===== config.mk =====
export PLATFORM = sky130hd
export DESIGN_NAME = skip_jump_or_logic_exec
export DESIGN_NICKNAME = d
export VERILOG_FILES = /design/src/logic/exec_alu.v /design/src/logic/skip_jump_or_logic_exec.v
export VERILOG_INCLUDE_DIRS = /design/src /design/src/logic
export SDC_FILE = /design/constraint.sdc
export NUM_CORES = 1
export LEC_CHECK = 0
export BUFFER_PORTS_ARGS = -buffer_cell sky130_fd_sc_hd__buf_2
export CORE_ASPECT_RATIO = 0.8
export CORE_MARGIN = 4
export CORE_UTILIZATION = 30
export CTS_CLUSTER_SIZE = 28
export DETAILED_ROUTE_END_ITERATION = 16
export GPL_ROUTABILITY_DRIVEN = 0
export HOLD_SLACK_MARGIN = 0.03
export PLACE_DENSITY_LB_ADDON = 0.1
export SETUP_SLACK_MARGIN = 0.02
export SYNTH_ARGS = -nofsm -noshare
export SYNTH_HDL_FRONTEND = slang
export SYNTH_SLANG_ARGS = --single-unit
export TNS_END_PERCENT = 100

===== constraint.sdc =====
create_clock -name mclk -period 3.9 [get_ports mclk]
set_input_delay 0.78 -clock mclk [delete_from_list [all_inputs] [get_ports mclk]]
set_output_delay 0.78 -clock mclk [all_outputs]
set_load 0.05 [all_outputs]

===== src/logic/exec_defs.vh =====
// Constants for the skip, jump and OR execution block
`ifndef EXEC_DEFS_VH
`define EXEC_DEFS_VH

// Operation select codes presented with each issued instruction
`define OP_W 3
`define OP_NOP 3'h0
`define OP_DEC_SKIP 3'h1
`define OP_INC_SKIP 3'h2
`define OP_JUMP 3'h3
`define OP_OR_LIT 3'h4
`define OP_INC_FILE 3'h5
`define OP_OR_FILE 3'h6

// Destination bit values
`define DEST_ACC 1'b0
`define DEST_FILE 1'b1

// Field positions
`define JUMP_IMM_HI 10
`define LATCH_JUMP_HI 4
`define LATCH_JUMP_LO 3
`define PTR_W 13
`define FADDR_W 7

// Reset values
`define ACC_RST 8'h00
`define ZERO_RST 1'b0
`define PTR_RST 13'h0000

// Slot counts: a skipped or jump instruction costs one extra slot
`define EXTRA_SLOTS 1

`endif


===== src/logic/exec_alu.v =====
// Result and zero detection for the five operations that produce a result
`timescale 1ns/1ps
`include "exec_defs.vh"

module exec_alu #(
	parameter DATA_W = 8
) (
	input wire [`OP_W-1:0] op, // Operation select
	input wire [DATA_W-1:0] acc, // Working accumulator
	input wire [DATA_W-1:0] fdata, // Addressed file register value
	input wire [DATA_W-1:0] lit, // Eight-bit immediate
	output reg [DATA_W-1:0] result, // Operation result
	output wire res_zero // Result is all zeros
);

	////////////////////////////////////////////////////////////////////////
	// Arithmetic and logic per operation; wraps at the data width
	always @* begin
		case (op)
			`OP_DEC_SKIP: result = fdata - {{(DATA_W-1){1'b0}}, 1'b1};
			`OP_INC_SKIP: result = fdata + {{(DATA_W-1){1'b0}}, 1'b1};
			`OP_INC_FILE: result = fdata + {{(DATA_W-1){1'b0}}, 1'b1};
			`OP_OR_LIT: result = acc | lit;
			`OP_OR_FILE: result = acc | fdata;
			default: result = {DATA_W{1'b0}};
		endcase
	end

	// Zero test over the full result width
	assign res_zero = (result == {DATA_W{1'b0}});

endmodule


===== src/logic/skip_jump_or_logic_exec.v =====
// Execution stage for skip-on-null, absolute jump, OR and increment
`timescale 1ns/1ps
`include "exec_defs.vh"

// Summary of operation
// - Destination bit 0 writes accumulator, 1 writes file register at address 0..127
// - Decrement-skip subtracts one, routes by destination, leaves flags alone
// - Decrement-skip zero result discards next instruction as a nop, two cycles
// - Increment-skip adds one, routes result, no flags, skips on zero result
// - Jump loads 11-bit immediate into pointer 10:0, latch bits 4:3 into 12:11
// - Jump takes two cycles and changes no flag
// - OR-literal ORs eight-bit immediate into accumulator and updates zero flag
// - Plain increment adds one, routes by destination, updates zero, never skips
// - OR-with-file ORs accumulator with file register, routes result, updates zero
module skip_jump_or_logic_exec #(
	parameter DATA_W = 8,
	parameter IMM_W = 11
) (
	input wire mclk, // Core instruction clock
	input wire rst_n, // Asynchronous reset, active low
	input wire op_valid, // Instruction issued this cycle
	input wire [`OP_W-1:0] op_sel, // Operation select code
	input wire dest_bit, // Destination: 0 accumulator, 1 file register
	input wire [`FADDR_W-1:0] file_addr, // Addressed file register
	input wire [DATA_W-1:0] file_rdata, // Current value of that file register
	input wire [IMM_W-1:0] imm, // Immediate operand (literal in low bits)
	input wire [DATA_W-1:0] upper_jump_latch, // Upper jump latch register
	output reg [DATA_W-1:0] acc_q, // Working accumulator
	output reg zero_q, // Zero flag
	output reg file_we_q, // File register write strobe
	output reg [`FADDR_W-1:0] file_waddr_q, // File register write address
	output reg [DATA_W-1:0] file_wdata_q, // File register write data
	output reg ptr_load_q, // Instruction pointer load strobe
	output reg [`PTR_W-1:0] ptr_q, // New instruction pointer value
	output reg squash_q, // Current slot is a forced nop
	output reg done_q // An instruction completed execution
);

	localparam S_RUN = 1'b0;
	localparam S_FLUSH = 1'b1;

	reg state_q;
	reg state_d;
	reg [DATA_W-1:0] acc_d;
	reg zero_d;
	reg file_we_d;
	reg [DATA_W-1:0] file_wdata_d;
	reg ptr_load_d;
	reg [`PTR_W-1:0] ptr_d;
	reg squash_d;
	reg done_d;
	wire take;
	wire [DATA_W-1:0] alu_result;
	wire alu_zero;
	wire op_jump;
	wire op_or_lit;
	wire skip_hit;

	////////////////////////////////////////////////////////////////////////
	// Operation decode shared by routing and flag logic
	function writes_dest;
		input [`OP_W-1:0] op;
		begin
			writes_dest = (op == `OP_DEC_SKIP) || (op == `OP_INC_SKIP) ||
				(op == `OP_INC_FILE) || (op == `OP_OR_FILE);
		end
	endfunction

	function is_skip;
		input [`OP_W-1:0] op;
		begin
			is_skip = (op == `OP_DEC_SKIP) || (op == `OP_INC_SKIP);
		end
	endfunction

	function sets_zero;
		input [`OP_W-1:0] op;
		begin
			sets_zero = (op == `OP_OR_LIT) || (op == `OP_INC_FILE) ||
				(op == `OP_OR_FILE);
		end
	endfunction

	// An instruction arriving in a flush slot is the discarded one
	assign take = op_valid && (state_q == S_RUN);

	// Single decodes; skip_hit waits on the ALU so it stays combinational
	assign op_jump = (op_sel == `OP_JUMP);
	assign op_or_lit = (op_sel == `OP_OR_LIT);
	assign skip_hit = is_skip(op_sel) && alu_zero;

	////////////////////////////////////////////////////////////////////////
	// Shared arithmetic
	exec_alu #(
		.DATA_W(DATA_W)
	) u_alu (
		.op(op_sel),
		.acc(acc_q),
		.fdata(file_rdata),
		.lit(imm[DATA_W-1:0]),
		.result(alu_result),
		.res_zero(alu_zero)
	);

	////////////////////////////////////////////////////////////////////////
	// Next-state, result routing and flag update
	always @* begin
		state_d = S_RUN;
		acc_d = acc_q;
		zero_d = zero_q;
		file_we_d = 1'b0;
		file_wdata_d = file_wdata_q;
		ptr_load_d = 1'b0;
		ptr_d = ptr_q;
		squash_d = 1'b0;
		done_d = 1'b0;
		case (state_q)
			S_RUN: begin
				if (take) begin
					done_d = 1'b1;
					// Route by destination bit
					if (writes_dest(op_sel)) begin
						if (dest_bit == `DEST_FILE) begin
							file_we_d = 1'b1;
							file_wdata_d = alu_result;
						end else begin
							acc_d = alu_result;
						end
					end
					// Literal OR always lands in the accumulator
					if (op_or_lit) begin
						acc_d = alu_result;
					end
					// Skip ops leave the flag untouched
					if (sets_zero(op_sel)) begin
						zero_d = alu_zero;
					end
					// Zero result on a skip op turns the next slot into a nop
					if (skip_hit) begin
						state_d = S_FLUSH;
					end
					// Jump: new pointer now, prefetched slot flushed next
					if (op_jump) begin
						ptr_load_d = 1'b1;
						ptr_d = {upper_jump_latch[`LATCH_JUMP_HI:`LATCH_JUMP_LO],
							imm[`JUMP_IMM_HI:0]};
						state_d = S_FLUSH;
					end
				end
			end
			S_FLUSH: begin
				// Forced nop: any issued instruction is dropped
				// Only one slot is dropped, so a skip offered here cannot chain
				squash_d = 1'b1;
				state_d = S_RUN;
			end
			default: begin
				state_d = S_RUN;
			end
		endcase
	end

	////////////////////////////////////////////////////////////////////////
	// Sequencer: a taken skip or jump spends exactly one flush slot
	always @(posedge mclk or negedge rst_n) begin
		if (!rst_n) begin
			state_q <= S_RUN;
		end else begin
			state_q <= state_d;
		end
	end

	// Accumulator kept here, so the register file never sees its traffic
	always @(posedge mclk or negedge rst_n) begin
		if (!rst_n) begin
			acc_q <= `ACC_RST;
		end else begin
			acc_q <= acc_d;
		end
	end

	// Zero flag; skip and jump ops leave it as it was
	always @(posedge mclk or negedge rst_n) begin
		if (!rst_n) begin
			zero_q <= `ZERO_RST;
		end else begin
			zero_q <= zero_d;
		end
	end

	// File write port; address follows the taken op so write and address match
	always @(posedge mclk or negedge rst_n) begin
		if (!rst_n) begin
			file_we_q <= 1'b0;
			file_waddr_q <= {`FADDR_W{1'b0}};
			file_wdata_q <= `ACC_RST;
		end else begin
			file_we_q <= file_we_d;
			if (take) begin
				file_waddr_q <= file_addr;
			end
			file_wdata_q <= file_wdata_d;
		end
	end

	// Jump target held after the strobe, so fetch may pick it up late
	always @(posedge mclk or negedge rst_n) begin
		if (!rst_n) begin
			ptr_load_q <= 1'b0;
			ptr_q <= `PTR_RST;
		end else begin
			ptr_load_q <= ptr_load_d;
			ptr_q <= ptr_d;
		end
	end

	// One-cycle strobes for the fetch stage
	always @(posedge mclk or negedge rst_n) begin
		if (!rst_n) begin
			squash_q <= 1'b0;
			done_q <= 1'b0;
		end else begin
			squash_q <= squash_d;
			done_q <= done_d;
		end
	end

endmodule


==> results.md, run 1 <==
- Slowest CP cell: or4_4
- Post-DP HPWL: 4860 um
- Max cap viols: 0
- Wirelength per Cell: between 15 and 20 um
- Count of hold buffers inserted by post-cts repair: 0
- Core region area: 0.00757 mm2
- WP data arrival: 3180 ps
- Top-count cell post-synth: dfrtp_1
- Register-to-Register Setup Slack: 1790 ps
- # nets final: 356
- Setup violators final: 0
- DIE AREA: 0.00947 mm2
- TritonCTS Sinks: 42
- Critical path fanouts, max: 15
- Top delay family on crit path: simple AND/OR/NAND/NOR gates
- Outcome: finished, final reports clean
- Tightest Hold Check Type: reg -> reg
- Most area-consuming cells after synthesis: dfrtp_1 (44%), mux2_2 (9.9%), nand2_1 (5.5%), o21ai_0 (2.9%), nor2_1 (2.7%)
- Post-CTS repair timing setup buffer count: 0
- Synth Flop Type: dfrtp_1
- Sw frac: 0.427
- Clock Tree Root: clkbuf_8
- Antenna Cells: 0
- Largest net degree at the start of global routing: 43
- Final WL: 6350 um
- Cell Int Power: 0.883 mW
- Post-synth top area cell: dfrtp_1
- Total track usage: 0.135
- Worst slew pin tran: between 900 and 1000 ps
- Drt pass-1 iters: 5
- Worst vdd ir: 0.000269 V
- Via density: 4.86
- Hold Crit Endpoint: squash_q
- Hold Vio Cnt, Final: 0
- Worst Path Buf+Inv: 1
- Cell Pwr Density: 518 mW/mm2
- Mapped cell area: 0.00239 mm2
- Most frequent cells after synthesis: dfrtp_1 (42), nand2_1 (35), mux2_2 (21)
- Fmax: 334 MHz
- Placed cell area: approximately 0.0029 mm2
- Avg Inst Size Synth: 10.0 um2
- Worst setup SP type: input pin
- Async SR Flop Fraction: 1.00
- IO Pins: ~80
- RSZ-0062 raised after global routing: false
- Worst-skew pair later-pin latency: 290 ps
- Inserted Clock Buffers: 5
- Critical Path RT: 4080 ps
- Hold depth: 0
- Critical path class: in -> reg
- Die H: 87.8 um
- Psw: 0.657 mW
- Rel. slew slack: 0.376
- Row count: 28
- Synth-to-Final Area Change: 24.5%
- Initial antenna violation count: 0
- Worst Hold Launch: state_q
- Power Total: approximately 1.5 mW
- DRC errors left: 0
- Post-CTS sizing: 0
- Final Max Slew Viols: 0
- Proportion of netlist area held by the largest area contributor: 0.440
- Yosys reg bits: 42
- Share of cells above drive strength 1: 0.398
- Port-buffer cells: 75
- Final min period: around 3000 ps
- CTS tree: done
- Vias in the first global route: 1928
- Final instance area: 0.00298 mm2
- Reg2reg end: acc_q[3]
- Antenna Nets Post-Route: 0
- Cell mode on critical path: nor2_1
- Initial Utilization: 0.316
- Crit path cell chain: buf_2, and3b_4, or2_1, xnor2_1, ha_1, or4_4, nor2_1, a2bb2oi_2, mux2i_1, nor2_1, and2_1, o2111a_1
- Syn Inst Count: 238
- Die extent in x: 108 um
- First-pass GRT wire length: between 9000 and 10000 um
- Seq pwr share: 0.367
- Leakage: 1.41 nW
- Worst r2r path cells: 4
- Via count: 2035
- Setup Skew: 4.21 ps
- Syn nets: 281
- GRT overflow: 0
- Slowest cell delay on critical path: 430 ps
- Final period utilization: 0.768
- CP Capture Type: register
- Yosys warns: 0
- Combinational power share: 0.412
- Clock buffer depth: 2
- Clk slew on worst S/H paths: 80 ps
- Clk pwr share: 0.222
- CTS H-Tree Depth: 2
- Setup TNS: 0 ps
- Post-synth cell types: 56
- Post-synth EDFFs: 0
- Initial DRC Count: roughly 150
- Sequential fraction of the synthesis area: 0.440
- Reg-to-Reg Start: state_q
[metal layers]
layer  global-route usage  vias up  wire (um)
li1                     -      999          -
met1                0.195      966       3140
met3               0.0427        9        399
met5                    0        -          0
met4               0.0321        0         50
met2                0.196       61       2760
[cell families after synthesis]
kind of cell	synth area share
XOR/XNOR	0.0367
flip-flops	0.440
buffers and inverters	0.0513
AO/OA/AOI/OAI	0.175
adder cells (fa/ha/maj)	0.0105
multiplexers	0.116
AND/OR/NAND/NOR	0.171
[cell type report]
cell class | count | area [um2]
flip-flops and latches | 42 | 1050
multi-input cells | 175 | 1220
fillers | 792 | 4590
clock buffers | 6 | 72.6
well taps | 105 | 131
clock inverters | 2 | 37.5
inverters | 5 | 18.8
repair buffers | 84 | 443
[power groups by stage]
stage | Combinational, mW | Clock [mW] | Sequential [mW]
finish | 0.634 | 0.341 | 0.564
global route | 0.674 | 0.372 | 0.576
CTS | 0.642 | 0.355 | 0.566
detailed placement | 0.640 | 0 | 0.573
global placement | 0.636 | 0 | 0.573
floorplan | 0.175 | 0 | 0.870
[worst max path at each step]
| stage | from | to | cells after the start |
|---|---|---|---|
| 2_1_floorplan | op_sel[0] | state_q | 12 |
| 3_3_place_gp | op_sel[0] | state_q | 12 |
| 3_5_place_dp | op_sel[0] | state_q | 12 |
| 4_1_cts | op_sel[0] | state_q | 12 |
| 5_1_grt | op_sel[0] | state_q | 12 |
| 6_report | op_sel[0] | state_q | 12 |
[per-stage QoR]
| stage | hold WS (ps) | setup slack [ps] | cells | util |
|---|---|---|---|---|
| after floorplan | 346 | 860 | 238 | - |
| after global placement | 353 | 595 | 411 | 0.379 |
| after detailed placement | 355 | 588 | 411 | 0.379 |
| after CTS | 373 | 879 | 419 | 0.393 |
| after global routing | 383 | 740 | 419 | 0.393 |
| final | 370 | 906 | 419 | 0.393 |
[state kept, by name, summed over array words and instances (netlist names)]
signal        count
ptr_q            13
acc_q             8
file_wdata_q      8
file_waddr_q      7
done_q            1
file_we_q         1
ptr_load_q        1
squash_q          1
state_q           1
zero_q            1
[cells in the final DEF (no fill, tap or decap), types with 5 or more instances in the layout]
master / netlist / layout
nand2_1: 35 / 35
buf_4: 3 / 9
nand2b_1: 6 / 6
clkbuf_8: 0 / 5
mux2_2: 21 / 21
a21oi_1: 9 / 9
buf_2: 8 / 75
xnor2_1: 7 / 7
o21ai_0: 14 / 14
dfrtp_1: 42 / 42
nor2_1: 17 / 17
Power figures use the tool's default switching activity.
==> run 2: changes to the inputs <==
- clock period: 3.9 -> 3.1 ns (I/O delays scaled with it)
==> results.md, run 2 (same netlist as run 1, synthesis figures left out) <==
- GRT met2 Usage: 0.209 (was 0.196)
- Vias in the first global route: 1935 (was 1928)
- Antenna Nets Post-Route: 0 (unchanged)
- Critical path class: in -> reg (unchanged)
- Total track usage: 0.141 (was 0.135)
- Final period utilization: 0.884
- Slowest cell delay on critical path: 440 ps (was 430 ps)
- Top delay family on crit path: simple AND/OR/NAND/NOR gates (unchanged)
- Setup violators final: 0 (unchanged)
- RSZ-0062 raised after global routing: false (unchanged)
- Most frequent cells in the layout: buf_2 (75), dfrtp_1 (42), nand2_1 (35) (unchanged)
- Worst Hold Launch: state_q (unchanged)
- WP data arrival: 2920 ps (was 3180 ps)
- Slowest CP cell: or4_4 (unchanged)
- Largest register FFs: 13 (unchanged)
- CTS tree: done (unchanged)
- CP Capture Type: register (unchanged)
- Outcome: finished, final reports clean (unchanged)
- Hold slack final: 375 ps (was 370 ps)
- Row count: 28 (unchanged)
- Final min period: 2740 ps
- Hold Vio Cnt, Final: 0 (unchanged)
- Grt met3 use: 0.0508 (was 0.0427)
- Reg2reg end: acc_q[3] (unchanged)
- Hold depth: 0 (unchanged)
- Final WL: 6580 um (was 6350 um)
- Final Non-Filler Cells: 422 (was 419)
- Post-CTS sizing: 0 (unchanged)
- Die H: 87.8 um (unchanged)
- Via density: 4.78 (was 4.86)
- Leakage: 1.44 nW (was 1.41 nW)
- Post-CTS repair timing setup buffer count: 0 (unchanged)
- Die extent in x: 108 um (unchanged)
- CTS H-Tree Depth: 2 (unchanged)
- Crit path cell chain: buf_2, and3b_4, or2_1, xnor2_1, ha_1, or4_4, nor2_1, a2bb2oi_2, mux2i_1, nor2_1, and2_1, o2111a_1 (unchanged)
- Wirelength per Cell: 15.6 um (was 15.2 um)
- Via count: 2019 (was 2035)
- First-pass GRT wire length: 10400 um (was 9990 um)
- Critical path fanouts, max: 3 (was 15)
- Port-buffer cells: 75 (unchanged)
- Met1 usage: 0.203 (was 0.195)
- Clock Tree Root: clkbuf_8 (unchanged)
- Cell Pwr Density: 673 mW/mm2 (was 518 mW/mm2)
- Initial Utilization: 0.316 (unchanged)
- Hold Crit Endpoint: squash_q (unchanged)
- Count of hold buffers inserted by post-cts repair: 0 (unchanged)
- Reg-to-Reg Start: state_q (unchanged)
- Largest regs: ptr_q: 13 flops, acc_q: 8 flops, file_wdata_q: 8 flops (unchanged)
- Placed insts: 414 (was 411)
- Setup TNS: 0 ps (unchanged)
- Synth-to-Final Area Change: 26.6% (was 24.5%)
- Inserted Clock Buffers: 5 (unchanged)
- Commonest non-fill, non-tap cell in the layout: buf_2 (unchanged)
- Drt pass-1 iters: 4 (was 5)
- Tightest Hold Check Type: reg -> reg (unchanged)
- Register-to-Register Setup Slack: 1300 ps (was 1790 ps)
- Initial antenna violation count: 0 (unchanged)
- Core region area: 0.00757 mm2 (unchanged)
- GRT overflow: 0 (unchanged)
- Worst vdd ir: 0.000353 V (was 0.000269 V)
- Worst setup SP type: input pin (unchanged)
- Largest net degree at the start of global routing: 43 (unchanged)
- DRC errors left: 0 (unchanged)
- Worst r2r path cells: 4 (unchanged)
- Clock buffer depth: 2 (unchanged)
- IO Pins: 82 (unchanged)
- Worst Path Buf+Inv: 1 (unchanged)
- Worst slew pin tran: 930 ps (was 935 ps)
- TritonCTS Sinks: 42 (unchanged)
- Fmax: 365 MHz
- DIE AREA: 0.00947 mm2 (unchanged)
- Top reg by flops: ptr_q (unchanged)
- Initial DRC Count: 88 (was 151)
- Antenna Cells: 0 (unchanged)
- Clk slew on worst S/H paths: 80 ps (about the same)
- GRT busiest layer: met2 (unchanged)
- Cell mode on critical path: nor2_1 (unchanged)
- Final Max Slew Viols: 0 (unchanged)
- Share of cells above drive strength 1: 0.407 (was 0.398)
- Setup Skew: 3.28 ps (was 4.21 ps)
- # nets final: 359 (was 356)
- Max cap viols: 0 (unchanged)
- Critical Path RT: 3280 ps (was 4080 ps)
- Rel. slew slack: 0.380 (was 0.376)
- Post-DP HPWL: 4910 um (was 4860 um)
- Worst-skew pair later-pin latency: 290 ps (about the same)
## run 2: area by class of cell
| cell class | count | area (um2) |
|---|---|---|
| Clock buffer | 5 | 68.8 |
| Tap cell | 105 | 131 |
| Multi-Input combinational cell | 175 | 1220 |
| Fill cell | 789 | 4540 |
| Timing Repair Buffer | 87 | 465 |
| Sequential cell | 42 | 1050 |
| Inverter | 5 | 18.8 |
| Clock inverter | 3 | 68.8 |
## run 2: worst max-delay path by stage
stage / startpoint / endpoint / cells after the start
final: op_sel[2] / state_q / 12
after CTS: op_sel[2] / state_q / 12
after floorplan: op_sel[0] / state_q / 12
after global routing: op_sel[2] / state_q / 12
after global placement: op_sel[2] / state_q / 12
after detailed placement: op_sel[2] / state_q / 12
## run 2: through the flow
stage                     worst slack, ps   util  instance area, um2  power (mW)
after floorplan                       220      -                2390        1.31
after global placement               74.9  0.382                2890        1.53
after detailed placement             63.5  0.382                2890        1.53
after CTS                             356  0.400                3030        2.06
after global routing                  243  0.400                3030        2.15
final                                 360  0.400                3030        2.04
## run 2: routing by layer
metal | vias to the layer above | share of wire
met5 | - | 0
met3 | 5 | 0.082
li1 | 1006 | -
met1 | 950 | 0.48
met4 | 0 | 0.0052
met2 | 58 | 0.43
## run 2: worst register-to-register path, cell delays in order (launching register included)
cell and delay (ps):
dfrtp_1 340, nand2b_1 410, clkinv_1 160, nand2_1 390
mux2_2 390
## run 2: report_power, final
part           leakage, nW  internal (mW)  switching [mW]
clock network       0.0683          0.323           0.202
registers            0.520          0.652          0.0572
logic                0.852          0.220           0.583
total                 1.44           1.20           0.842
==> run 3: changes to the inputs <==
- CORE_ASPECT_RATIO: 0.8 -> not set
==> results.md, run 3 (same netlist as run 1, synthesis figures left out) <==
- Antenna Nets Post-Route: 0 (unchanged)
- Vias in the first global route: 2029 (was 1935)
- Final min period: 2730 ps (was 2740 ps)
- Core region area: 0.00773 mm2 (was 0.00757 mm2)
- Leakage: 1.42 nW (was 1.44 nW)
- Final period utilization: 0.879 (was 0.884)
- Critical Path RT: 3270 ps (was 3280 ps)
- Rel. slew slack: 0.384 (was 0.380)
- Max cap viols: 0 (unchanged)
- Initial antenna violation count: 0 (unchanged)
- Die extent in x: 97.3 um (was 108 um)
- Commonest non-fill, non-tap cell in the layout: buf_2 (unchanged)
- DRC errors left: 0 (unchanged)
- Worst Hold Launch: state_q (unchanged)
- Via density: 4.83 (was 4.78)
- Final WL: 6390 um (was 6580 um)
- GRT overflow: 0 (unchanged)
- Share of cells above drive strength 1: 0.407 (unchanged)
- Setup Skew: 11.2 ps (was 3.28 ps)
- Clock Tree Root: clkbuf_8 (unchanged)
- Post-CTS sizing: 0 (unchanged)
- Setup violators final: 0 (unchanged)
- # nets final: 359 (unchanged)
- Largest register FFs: 13 (unchanged)
- IO Pins: 82 (unchanged)
- Wirelength per Cell: 15.2 um (was 15.6 um)
- Final Max Slew Viols: 0 (unchanged)
- Largest regs: ptr_q: 13 flops, acc_q: 8 flops, file_wdata_q: 8 flops (unchanged)
- Critical path class: in -> reg (unchanged)
- Fmax: 367 MHz (was 365 MHz)
- First-pass GRT wire length: 10600 um (was 10400 um)
- Critical path fanouts, max: 3 (unchanged)
- Reg-to-Reg Start: state_q (unchanged)
- Port-buffer cells: 75 (unchanged)
- Setup TNS: 0 ps (unchanged)
- Top reg by flops: ptr_q (unchanged)
- Hold Crit Endpoint: squash_q (unchanged)
- Outcome: finished, final reports clean (unchanged)
- CTS H-Tree Depth: 2 (unchanged)
- Hold depth: 0 (unchanged)
- Row count: 32 (was 28)
- Fillers: 803 (was 789)
- Register-to-Register Setup Slack: 970 ps (was 1300 ps)
- Worst r2r path cells: 4 (unchanged)
- Largest net degree at the start of global routing: 43 (unchanged)
- Hold Vio Cnt, Final: 0 (unchanged)
- Via count: 2024 (was 2019)
- Die H: 97.3 um (was 87.8 um)
- Post-DP HPWL: 4830 um (was 4910 um)
- Clk slew on worst S/H paths: 70 ps (was 80 ps)
- TritonCTS Sinks: 42 (unchanged)
- Initial DRC Count: 99 (was 88)
- Inserted Clock Buffers: 5 (unchanged)
- Most frequent cells in the layout: buf_2 (75), dfrtp_1 (42), nand2_1 (35) (unchanged)
- Synth-to-Final Area Change: 24.7% (was 26.6%)
- RSZ-0062 raised after global routing: false (unchanged)
- Drt pass-1 iters: 4 (unchanged)
- WP data arrival: 2890 ps (was 2920 ps)
- Worst vdd ir: 0.000316 V (was 0.000353 V)
- Worst-skew pair later-pin latency: 290 ps (about the same)
- DIE AREA: 0.00946 mm2 (was 0.00947 mm2)
- Clock buffer depth: 2 (unchanged)
- Count of hold buffers inserted by post-cts repair: 0 (unchanged)
- Post-layout util: 0.386 (was 0.400)
- Post-CTS repair timing setup buffer count: 0 (unchanged)
- Reg2reg end: acc_q[3] (unchanged)
- CTS tree: done (unchanged)
- CP Capture Type: register (unchanged)
- Worst setup SP type: input pin (unchanged)
- Tightest Hold Check Type: reg -> reg (unchanged)
- Cell Pwr Density: 632 mW/mm2 (was 673 mW/mm2)
- Total track usage: 0.137 (was 0.141)
- Worst slew pin tran: 925 ps (was 930 ps)
- Initial Utilization: 0.309 (was 0.316)
- Antenna Cells: 0 (unchanged)
-- run 3: cell types whose count changed in the layout (fill, tap and decap cells not counted) --
cell,previous run,this run
clkbuf_8,5,6
bufinv_16,2,0
clkinv_2,0,1
clkinv_4,1,0
clkinvlp_4,0,1
-- run 3: worst max-delay path, cell delays in order --
cell and delay [ps]:
buf_2 120, and3b_4 180, or2_1 250, xnor2_1 140, ha_1 190, or4_4 430, nor2_1 150, a2bb2oi_2 180
mux2i_1 270, nor2_1 90, and2_1 170, o2111a_1 110
-- run 3: worst max-delay path by stage --
stage | from | to | slack [ps] | cells after the start
floorplan | op_sel[0] | state_q | 220 | 12
global placement | op_sel[2] | state_q | 110 | 12
detailed placement | op_sel[2] | state_q | 120 | 12
CTS | op_sel[2] | state_q | 390 | 12
global route | op_sel[1] | zero_q | 220 | 12
finish | op_sel[2] | state_q | 370 | 12
-- run 3: stage by stage --
stage          hold slack, ps  worst slack [ps]  total power [mW]  area (um2)  instances
2_1_floorplan             324               220              1.31        2390        238
3_3_place_gp              351               110              1.53        2880        411
3_5_place_dp              355               117              1.53        2880        411
4_1_cts                   373               394              1.91        2980        419
5_1_grt                   401               217              1.99        2980        419
6_report                  369               374              1.88        2980        419
-- run 3: final cells by class --
class                           count  area, um2  share of cell area
Multi-Input combinational cell    175       1220               0.410
Sequential cell                    42       1050               0.353
Timing Repair Buffer               87        465               0.156
Tap cell                          102        128              0.0428
Clock buffer                        6       82.6              0.0277
Inverter                            5       18.8             0.00630
Clock inverter                      2       12.5             0.00420
-- run 3: report_power, final --
part           total, mW  switching [mW]  internal (mW)
clock              0.372           0.193          0.179
combinational      0.802           0.582          0.221
sequential         0.709          0.0569          0.652
-- run 3: per-layer routing --
metal	global-route usage	vias up	routed length, um
met5	0	-	0
met3	0.0424	5	425
met4	0.0160	0	25
met2	0.225	62	2960
met1	0.183	953	2980
li1	-	1004	-
